[src/logic/alarm_pkg.sv]
// Constants, types and helpers shared by the dual process alarm block.
// Assumes a 20 MHz system clock and four digit BCD display values.
package alarm_pkg;
   // ==========================================================
   // Timing
   localparam int CLK_HZ = 20_000_000;
   localparam int TICK_S = 1;
   localparam int TICK_CYCLES = CLK_HZ * TICK_S;
   localparam int TICK_W = 25;
   localparam logic [3:0] IDLE_S = 4'hA;
   localparam logic [13:0] MAX_S = 14'h0E10;
   // ==========================================================
   // Register map (byte addresses, low byte only)
   localparam logic [7:0] A_CTRL = 8'h00;
   localparam logic [7:0] A_PIN = 8'h04;
   localparam logic [7:0] A_STAT = 8'h08;
   localparam logic [3:0] O_THR = 4'h0;
   localparam logic [3:0] O_HYST = 4'h4;
   localparam logic [3:0] O_DLY = 4'h8;
   localparam logic [3:0] O_MUTE = 4'hC;
   // Control and status bit positions
   localparam int CTRL_ACC = 0;
   localparam int CTRL_EN = 1;
   localparam int CTRL_HI = 3;
   localparam int CTRL_NC = 5;
   localparam int STAT_IND = 0;
   localparam int STAT_SW = 2;
   localparam int STAT_ACC = 4;
   localparam int STAT_MENU = 8;
   // ==========================================================
   // Types
   typedef logic [15:0] bcd_t;
   typedef struct packed {
      logic p;
      logic up;
      logic dn;
      logic ex;
   } btn_t;
   typedef struct packed {
      logic en;
      logic high;
      logic closed;
      bcd_t thr;
      bcd_t hyst;
      bcd_t dly;
      bcd_t mute;
   } alm_cfg_t;
   typedef enum logic [2:0] {M_DISP, M_CODE, M_CODE_ED, M_SP, M_SP_ED} menu_t;
   // ==========================================================
   // Four BCD digits to binary
   function automatic logic [13:0] bcd2bin(input bcd_t v);
      return 14'(v[15:12]) * 14'h03E8 + 14'(v[11:8]) * 14'h0064
         + 14'(v[7:4]) * 14'h000A + 14'(v[3:0]);
   endfunction : bcd2bin
   // Seconds setting, clamped to the longest allowed time
   function automatic logic [11:0] sec_of(input bcd_t v);
      logic [13:0] b;
      b = bcd2bin(v);
      return (b > MAX_S) ? MAX_S[11:0] : b[11:0];
   endfunction : sec_of
   // One decimal digit up or down, wrapping 9 <-> 0; digit 0 is leftmost
   function automatic bcd_t digit_step(input bcd_t v, input logic [1:0] d,
                                       input logic up);
      int s;
      logic [3:0] n;
      bcd_t r;
      s = 4 * (3 - int'(d));
      n = v[s +: 4];
      if (up) begin
         n = (n == 4'h9) ? 4'h0 : n + 4'h1;
      end else begin
         n = (n == 4'h0) ? 4'h9 : n - 4'h1;
      end
      r = v;
      r[s +: 4] = n;
      return r;
   endfunction : digit_step
endpackage : alarm_pkg

[src/logic/alarm_panel.sv]
// Two process alarms with a push-button threshold menu and AHB-Lite registers.
// Assumes DISP_VALUE is BCD from logic on CLK_SYS; buttons come from pins.
//
// Local design decisions: the AHB-Lite register port and the placing of the registers.
`timescale 1ns/10ps
`default_nettype none
module alarm_panel import alarm_pkg::*; #(
   parameter int TICK_LEN = TICK_CYCLES
) (
   // Clock, reset, enable
   input wire logic CLK_SYS,
   input wire logic RST_B,
   input wire logic CE,
   // AHB-Lite slave
   input wire logic HSEL,
   input wire logic [31:0] HADDR,
   input wire logic [1:0] HTRANS,
   input wire logic HWRITE,
   input wire logic [2:0] HSIZE,
   input wire logic [31:0] HWDATA,
   input wire logic HREADY,
   output logic HREADYOUT,
   output logic [31:0] HRDATA,
   output logic HRESP,
   // Measurement path
   input wire bcd_t DISP_VALUE,
   // Front panel buttons, active high
   input wire btn_t BTN,
   // Switch outputs, high means closed
   output logic [1:0] ALARM_SW,
   // Display side
   output logic [1:0] ALARM_IND,
   output logic SHOW_ALARM_ID,
   output var menu_t MENU_STATE,
   output var bcd_t EDIT_VALUE,
   output logic [1:0] EDIT_DIGIT,
   output logic DIGIT_FLASH,
   output logic SP_SEL
);
   // ==========================================================
   // State
   typedef struct packed {
      btn_t s1;
      btn_t s2;
      btn_t s3;
      btn_t lvl;
      logic [TICK_W-1:0] tcnt;
      logic tick;
      logic phase;
      logic [3:0] idle;
      menu_t menu;
      logic sel;
      logic [1:0] dig;
      bcd_t ebuf;
      logic access;
      bcd_t pin;
      alm_cfg_t [1:0] cfg;
      logic dph;
      logic a_wr;
      logic a_hit;
      logic [7:0] a_addr;
      logic ready;
      logic [31:0] rdata;
      logic accept;
      logic [1:0] sw;
      logic [1:0] ind;
      logic show_id;
      logic flash;
   } state_t;
   state_t q, d;
   logic [13:0] val_bin;
   logic [1:0] a_act, a_alarm;
   btn_t pr;
   logic [31:0] rd;
   logic take;
   // Display value seen as binary by both channels
   assign val_bin = bcd2bin(DISP_VALUE);
   // ==========================================================
   // Alarm channels
   for (genvar i = 0; i < 2; i++) begin : g_alm
      alarm_channel u_chan (
         .clk(CLK_SYS),
         .rst_b(RST_B),
         .ce(CE),
         .tick(q.tick),
         .accept(q.accept),
         .cfg(q.cfg[i]),
         .value(val_bin),
         .active(a_act[i]),
         .alarm(a_alarm[i])
      );
   end
   // ==========================================================
   // Next state
   always_comb begin
      d = q;
      pr = '0;
      rd = '0;
      take = 1'b0;
      // Buttons: three stages, a change counts when stages two and three agree
      d.s1 = BTN;
      d.s2 = q.s1;
      d.s3 = q.s2;
      d.lvl = (q.s2 & q.s3) | (q.lvl & (q.s2 | q.s3));
      pr = d.lvl & ~q.lvl;
      // One second tick shared by every timer
      d.tick = 1'b0;
      if (q.tcnt == TICK_W'(TICK_LEN - 1)) begin
         d.tcnt = '0;
         d.tick = 1'b1;
      end else begin
         d.tcnt = q.tcnt + 1'b1;
      end
      if (q.tick) d.phase = ~q.phase;
      // --------------------------------------------------------
      // Bus data phase: one wait state, then the answer
      if (q.dph) begin
         d.dph = 1'b0;
         d.ready = 1'b1;
         if (q.a_wr && q.a_hit) begin
            unique case (q.a_addr)
               A_CTRL: begin
                  d.access = HWDATA[CTRL_ACC];
                  for (int i = 0; i < 2; i++) begin
                     d.cfg[i].en = HWDATA[CTRL_EN + i];
                     d.cfg[i].high = HWDATA[CTRL_HI + i];
                     d.cfg[i].closed = HWDATA[CTRL_NC + i];
                  end
               end
               A_PIN: d.pin = HWDATA[15:0];
               default: begin
                  for (int i = 0; i < 2; i++) begin
                     if (q.a_addr[7:4] == 4'(i + 1)) begin
                        case (q.a_addr[3:0])
                           O_THR: d.cfg[i].thr = HWDATA[15:0];
                           O_HYST: d.cfg[i].hyst = HWDATA[15:0];
                           O_DLY: d.cfg[i].dly = HWDATA[15:0];
                           O_MUTE: d.cfg[i].mute = HWDATA[15:0];
                           default: d.cfg[i].thr = q.cfg[i].thr;
                        endcase
                     end
                  end
               end
            endcase
         end else if (q.a_hit) begin
            unique case (q.a_addr)
               A_CTRL: begin
                  rd[CTRL_ACC] = q.access;
                  for (int i = 0; i < 2; i++) begin
                     rd[CTRL_EN + i] = q.cfg[i].en;
                     rd[CTRL_HI + i] = q.cfg[i].high;
                     rd[CTRL_NC + i] = q.cfg[i].closed;
                  end
               end
               A_PIN: rd[15:0] = q.pin;
               A_STAT: begin
                  rd[STAT_IND +: 2] = q.ind;
                  rd[STAT_SW +: 2] = q.sw;
                  rd[STAT_ACC] = q.access;
                  rd[STAT_MENU +: 3] = q.menu;
               end
               default: begin
                  for (int i = 0; i < 2; i++) begin
                     if (q.a_addr[7:4] == 4'(i + 1)) begin
                        case (q.a_addr[3:0])
                           O_THR: rd[15:0] = q.cfg[i].thr;
                           O_HYST: rd[15:0] = q.cfg[i].hyst;
                           O_DLY: rd[15:0] = q.cfg[i].dly;
                           O_MUTE: rd[15:0] = q.cfg[i].mute;
                           default: rd = '0;
                        endcase
                     end
                  end
               end
            endcase
         end
         d.rdata = rd; // Unmapped reads answer zero
      end
      // Address phase taken while the bus is ready
      take = HSEL && HTRANS[1] && HREADY;
      if (take) begin
         d.dph = 1'b1;
         d.ready = 1'b0;
         d.a_wr = HWRITE;
         d.a_hit = (HADDR[31:8] == 24'h00_0000);
         d.a_addr = HADDR[7:0];
      end
      // --------------------------------------------------------
      // Inactivity seconds, cleared by any press
      if (|pr) begin
         d.idle = '0;
      end else if (q.tick && q.menu != M_DISP) begin
         d.idle = q.idle + 4'h1;
      end
      // Operator menu; it only ever reaches the two thresholds
      d.accept = 1'b0;
      unique case (q.menu)
         M_DISP: begin
            d.idle = '0;
            if ((pr.p && d.lvl.up) || (pr.up && d.lvl.p)) begin
               if (q.access) begin
                  d.sel = 1'b0;
                  d.dig = '0;
                  if (q.pin == '0) d.menu = M_SP;
                  else d.menu = M_CODE;
               end
            end else if (pr.p) begin
               d.accept = 1'b1;
            end
         end
         M_CODE: begin
            if (pr.p) begin
               d.menu = M_CODE_ED;
               d.ebuf = '0;
               d.dig = '0;
            end else if (pr.ex) begin
               d.menu = M_DISP;
            end
         end
         M_CODE_ED: begin
            if (pr.up) d.ebuf = digit_step(q.ebuf, q.dig, 1'b1);
            else if (pr.dn) d.ebuf = digit_step(q.ebuf, q.dig, 1'b0);
            else if (pr.p) d.dig = q.dig + 2'h1;
            else if (pr.ex) begin
               if (q.ebuf == q.pin) begin
                  d.menu = M_SP;
                  d.sel = 1'b0;
               end else begin
                  d.menu = M_DISP;
               end
            end
         end
         M_SP: begin
            if (pr.up || pr.dn) begin
               d.sel = ~q.sel;
            end else if (pr.p) begin
               d.menu = M_SP_ED;
               d.ebuf = q.cfg[q.sel].thr;
               d.dig = '0;
            end else if (pr.ex) begin
               d.menu = M_DISP;
            end
         end
         M_SP_ED: begin
            if (pr.up) d.ebuf = digit_step(q.ebuf, q.dig, 1'b1);
            else if (pr.dn) d.ebuf = digit_step(q.ebuf, q.dig, 1'b0);
            else if (pr.p) d.dig = q.dig + 2'h1;
            else if (pr.ex) begin
               d.cfg[q.sel].thr = q.ebuf;
               d.menu = M_SP;
            end
         end
      endcase
      // Leave the menu after ten quiet seconds
      if (q.menu != M_DISP && q.idle == IDLE_S) begin
         d.menu = M_DISP;
      end
      // --------------------------------------------------------
      // Registered outputs
      for (int i = 0; i < 2; i++) begin
         d.sw[i] = a_alarm[i] ? q.cfg[i].closed : ~q.cfg[i].closed;
      end
      d.ind = a_act;
      d.show_id = q.phase & (|a_act);
      d.flash = q.phase & (d.menu == M_CODE_ED || d.menu == M_SP_ED);
   end
   // ==========================================================
   // State register; power-on: access off, passcode zero
   always_ff @(posedge CLK_SYS or negedge RST_B) begin
      if (!RST_B) begin
         q <= '0;
         q.ready <= 1'b1;
      end else if (CE) begin
         q <= d;
      end
   end
   // ==========================================================
   // Outputs straight from the state register; HRESP tied low
   assign HREADYOUT = q.ready;
   assign HRDATA = q.rdata;
   assign HRESP = 1'b0; // Always OKAY
   assign ALARM_SW = q.sw;
   assign ALARM_IND = q.ind;
   assign SHOW_ALARM_ID = q.show_id;
   assign MENU_STATE = q.menu;
   assign EDIT_VALUE = q.ebuf;
   assign EDIT_DIGIT = q.dig;
   assign DIGIT_FLASH = q.flash;
   assign SP_SEL = q.sel;
endmodule : alarm_panel
`default_nettype wire

[src/logic/alarm_channel.sv]
// One alarm channel: hysteresis compare, activation wait and mute timer.
// Assumes a one cycle second tick and accept pulse from the panel logic.
`timescale 1ns/10ps
`default_nettype none
module alarm_channel import alarm_pkg::*; (
   // Clock and control
   input wire logic clk,
   input wire logic rst_b,
   input wire logic ce,
   input wire logic tick,
   input wire logic accept,
   // Settings and value
   input wire alm_cfg_t cfg,
   input wire logic [13:0] value,
   // State
   output logic active,
   output logic alarm
);
   typedef struct packed {
      logic cond;
      logic act;
      logic muted;
      logic [11:0] wcnt;
      logic [11:0] mcnt;
   } chan_t;
   chan_t q, d;
   logic [14:0] v, t, h;
   logic [11:0] dly, mute;
   // Binary views of the settings
   assign v = {1'b0, value};
   assign t = {1'b0, bcd2bin(cfg.thr)};
   assign h = {1'b0, bcd2bin(cfg.hyst)};
   assign dly = sec_of(cfg.dly);
   assign mute = sec_of(cfg.mute);
   // ==========================================================
   // Next state
   always_comb begin
      d = q;
      // Sums kept at 15 bits so the band cannot wrap
      if (!cfg.en) begin
         d.cond = 1'b0;
      end else if (cfg.high) begin
         if (v >= t) d.cond = 1'b1;
         else if (v + h < t) d.cond = 1'b0;
      end else begin
         if (v <= t) d.cond = 1'b1;
         else if (v > t + h) d.cond = 1'b0;
      end
      // Activation wait counts whole ticks of a steady condition
      if (!d.cond) begin
         d.act = 1'b0;
         d.wcnt = '0;
         d.muted = 1'b0;
         d.mcnt = '0;
      end else if (!q.act) begin
         if (d.wcnt >= dly) d.act = 1'b1;
         else if (tick) d.wcnt = q.wcnt + 12'h001;
      end
      // Mute time runs down on the tick
      if (q.muted && tick) begin
         d.mcnt = q.mcnt - 12'h001;
         if (q.mcnt == 12'h001) d.muted = 1'b0;
      end
      if (accept && d.act && mute != '0) begin
         d.muted = 1'b1;
         d.mcnt = mute;
      end
   end
   // State register
   always_ff @(posedge clk or negedge rst_b) begin
      if (!rst_b) begin
         q <= '0;
      end else if (ce) begin
         q <= d;
      end
   end
   assign active = q.act;
   assign alarm = q.act & ~q.muted;
endmodule : alarm_channel
`default_nettype wire

[config.mk]
export PLATFORM = sky130hd
export DESIGN_NAME = alarm_panel
export DESIGN_NICKNAME = d
export VERILOG_FILES = /design/src/logic/alarm_pkg.sv /design/src/logic/alarm_panel.sv /design/src/logic/alarm_channel.sv
export SDC_FILE = /design/constraint.sdc
export NUM_CORES = 2
export LEC_CHECK = 0
export BUFFER_PORTS_ARGS = -buffer_cell sky130_fd_sc_hd__buf_2
export CAP_MARGIN = 10
export CORE_ASPECT_RATIO = 0.7
export CORE_MARGIN = 2
export CORE_UTILIZATION = 50
export CTS_BUF_LIST = sky130_fd_sc_hd__clkbuf_4 sky130_fd_sc_hd__clkbuf_8
export DETAILED_ROUTE_END_ITERATION = 7
export GPL_TIMING_DRIVEN = 0
export PLACE_DENSITY = 0.69
export SLEW_MARGIN = 10
export SYNTH_ARGS = -nofsm -noshare
export SYNTH_HDL_FRONTEND = slang
export SYNTH_SLANG_ARGS = --single-unit
[constraint.sdc]
create_clock -name CLK_SYS -period 6.3 [get_ports CLK_SYS]
set_input_delay 0.63 -clock CLK_SYS [delete_from_list [all_inputs] [get_ports CLK_SYS]]
set_output_delay 0.63 -clock CLK_SYS [all_outputs]
set_load 0.005 [all_outputs]
==> run metrics <==
Worst Slack Setup Final -1030 ps; Die Height 226 um; TNS Setup -37350 ps; post-synthesis cell type count 94; post-synth top area share 0.225; Mapped Cells 3847; post-synth top area cell ha_1; Starting Density 0.505; first-pass GRT wire length 163 mm; Iter 0 DRT Violations 2689; peak supply drop 1.11 mV; fin. max-slew vios 0; Syn. warnings 0; clk root buf clkbuf_8; antenna-violating nets left 0; r2r endpoint g_alm[0].u_chan.q[1]; CP Capture Type flip-flop; Pwr Density 473 mW/mm^2; Worst R2R Start q[113]; Worst path slowest cell fa_1; top cells by area, synth ha_1 23%, dfrtp_1 22%, fa_1 8.9%, mux2_2 4.9%, inv_1 4.5%; Vias 29688; failing checks setup timing; R2R setup slack -1030 ps; max_cap viols 0; Layout Nets 5040; DR pass1 iterations 8; Setup-failing EPs final 54; CP arrival 7840 ps; Req. time, crit path 6810 ps; Sink Count 309; Post-synth EDFFs 0; WHS Path Cells 2; Hold Path Origin BTN[2]; later-pin clock latency in the skew report 640 ps; vias per std cell 5.81; num ports 157; WL final 105 mm; Final Hold Fails 0; num rows 81; HPWL Detailed 79.2 mm; DRC 0; Slew headroom 0.0700; Setup Crit Path Kind reg -> reg; mapped cell area 0.0352 mm^2; top_reg_cell synth dfrtp_1; status finished with violations; Die W 321 um; layout cell share with drive strength beyond 1 0.213; H-tree Lvls 2; GP Congestion 0.989; most used cell, CP ha_4; FF-to-FF path depth 31; initial antenna violation count 6; CTS clk-pin slew, worst paths 70 ps; CTS Buf Count 50; CTS tree yes; hold slack 229 ps; Area growth, synth to finish 18.3%; Async S/R FF share, synth 1.00; Avg Inst Size Synth 9.16 um^2; Clock Skew 39.8 ps; Core Area 0.0698 mm^2; GRT Total Usage 0.287; worst slew pin tran 1390 ps; total grt overflow 0; Worst Setup Start Kind flip-flop; number of global-route vias before repair 28778; P_leak 0.0212 uW; min Tclk post-route 7330 ps; worst hold path type in -> reg; Port Buffer Count 103; f_max 0.136 GHz; share of synthesized area occupied by flip-flops and latches 0.220; largest net degree at the start of global routing 108; slowest stage delay, CP 590 ps; setup repair after global routing missed its margin yes; crit path max fanout 5; Final Cycle Share 1.16; synthesized flop and latch total 309; total die area 0.0726 mm^2; routed wire length per instance 20.6 um; WHS Endpoint d[265]; CTS Buffer Depth 3
==> power breakdown <==
group          switching (uW)  internal, uW  total [uW]
registers                 296          2120        2420
clock network             915           995        1910
logic                    8490          6910       15400
==> metrics by stage <==
stage | utilization | instance area (um^2) | instances | worst slack, ps | power, uW
final | 0.597 | 41700 | 5109 | -1030 | 19700
after floorplan | - | 35900 | 3863 | -453 | 11500
after CTS | 0.587 | 41000 | 5083 | -840 | 18200
after detailed placement | 0.540 | 37700 | 4882 | -2210 | 14200
after global routing | 0.597 | 41700 | 5108 | -1200 | 21300
after global placement | 0.538 | 37600 | 4879 | -2120 | 13900
==> area by class of cell <==
class	instances	area, um^2
Sequential cell	309	7780
Clock inverter	12	66.3
Clock buffer	79	987
Buffer	154	896
Fill cell	5931	28100
Tap cell	913	1140
Timing Repair Buffer	238	1710
Inverter	425	1600
Multi-Input combinational cell	2976	27500
Antenna cell	3	7.51
==> cell families (layout without fill, tap and decap cells) <==
| logic type | count (synthesis) | in the layout | share of synthesized area |
|---|---|---|---|
| fa+ha+maj | 791 | 791 | 0.314 |
| flops | 309 | 309 | 0.220 |
| compound gates | 809 | 810 | 0.144 |
| simple gates | 857 | 857 | 0.114 |
| mux | 227 | 227 | 0.0715 |
| other cells | 1 | 20 | 0.000106 |
| buf+inv | 579 | 908 | 0.0687 |
| xor+xnor | 274 | 274 | 0.0681 |
==> routing by layer <==
metal	part of all wire	GRT usage	vias to the layer above
li1	-	-	14001
met4	0.022	0.0627	4
met1	0.45	0.414	14328
met5	0.00022	0	-
met3	0.11	0.103	166
met2	0.41	0.409	1189
==> cells in the mapped netlist (20+ instances only) <==
cell type  number
xnor2_1       169
buf_4          60
a21o_1         68
nand4_1        35
dfrtp_1       308
nor4_1         22
inv_1         425
nor2_1        272
nor2b_1        32
fa_1          157
mux2i_1        69
o21bai_1       40
o21a_1         20
o21ai_0       194
a21oi_1       253
clkbuf_1       67
buf_1          21
and2_1         20
mux2_2        153
xor2_1        105
nand3_1        59
nor3_1         51
nand2b_1       23
nand2_1       256
o22ai_1        49
ha_1          634
==> worst max-delay path, delay by kind of cell (launching register included) <==
family / cells / cell delay, ps
AO/OA/AOI/OAI: 11 / 2130
flip-flops: 1 / 490
AND/OR/NAND/NOR: 3 / 550
buffers and inverters: 5 / 550
adder cells (fa/ha/maj): 8 / 2790
XOR/XNOR: 3 / 450
multiplexers: 1 / 260
==> placed cells by master, fill, tap and decap left out, drive strengths merged, types with 49 or more instances in the layout <==
cell type | netlist | final
nor3 | 51 | 51
o21ai | 200 | 200
nor2 | 273 | 273
buf | 87 | 326
a21oi | 253 | 253
xor2 | 105 | 105
nand2 | 257 | 257
xnor2 | 169 | 169
dfrtp | 308 | 308
mux2 | 154 | 154
o22ai | 49 | 49
nand3 | 60 | 60
ha | 634 | 634
a21o | 68 | 68
fa | 157 | 157
clkbuf | 67 | 144
inv | 425 | 425
mux2i | 69 | 69
==> worst max-delay path by stage <==
stage	slack, ps	start	to
3_5_place_dp	-2210	DISP_VALUE[14]	g_alm[0].u_chan.q[0]
5_1_grt	-1200	q[113]	g_alm[0].u_chan.q[1]
3_3_place_gp	-2120	DISP_VALUE[14]	g_alm[0].u_chan.q[1]
6_report	-1030	q[113]	g_alm[0].u_chan.q[1]
4_1_cts	-840	flip-flop	g_alm[0].u_chan.q[0]
2_1_floorplan	-450	DISP_VALUE[13]	g_alm[0].u_chan.q[1]
==> what timing repair did <==
item / 4_1_cts / 5_1_grt
gates cloned: 7 / 0
setup buffers: 103 / 23
hold buffers: 1 / 0
resized for setup: 247 / 93
pin swaps: 134 / 86
setup endpoints to repair: 54 / 54
hold endpoints to repair: 16 / 0
Power figures use the tool's default switching activity.
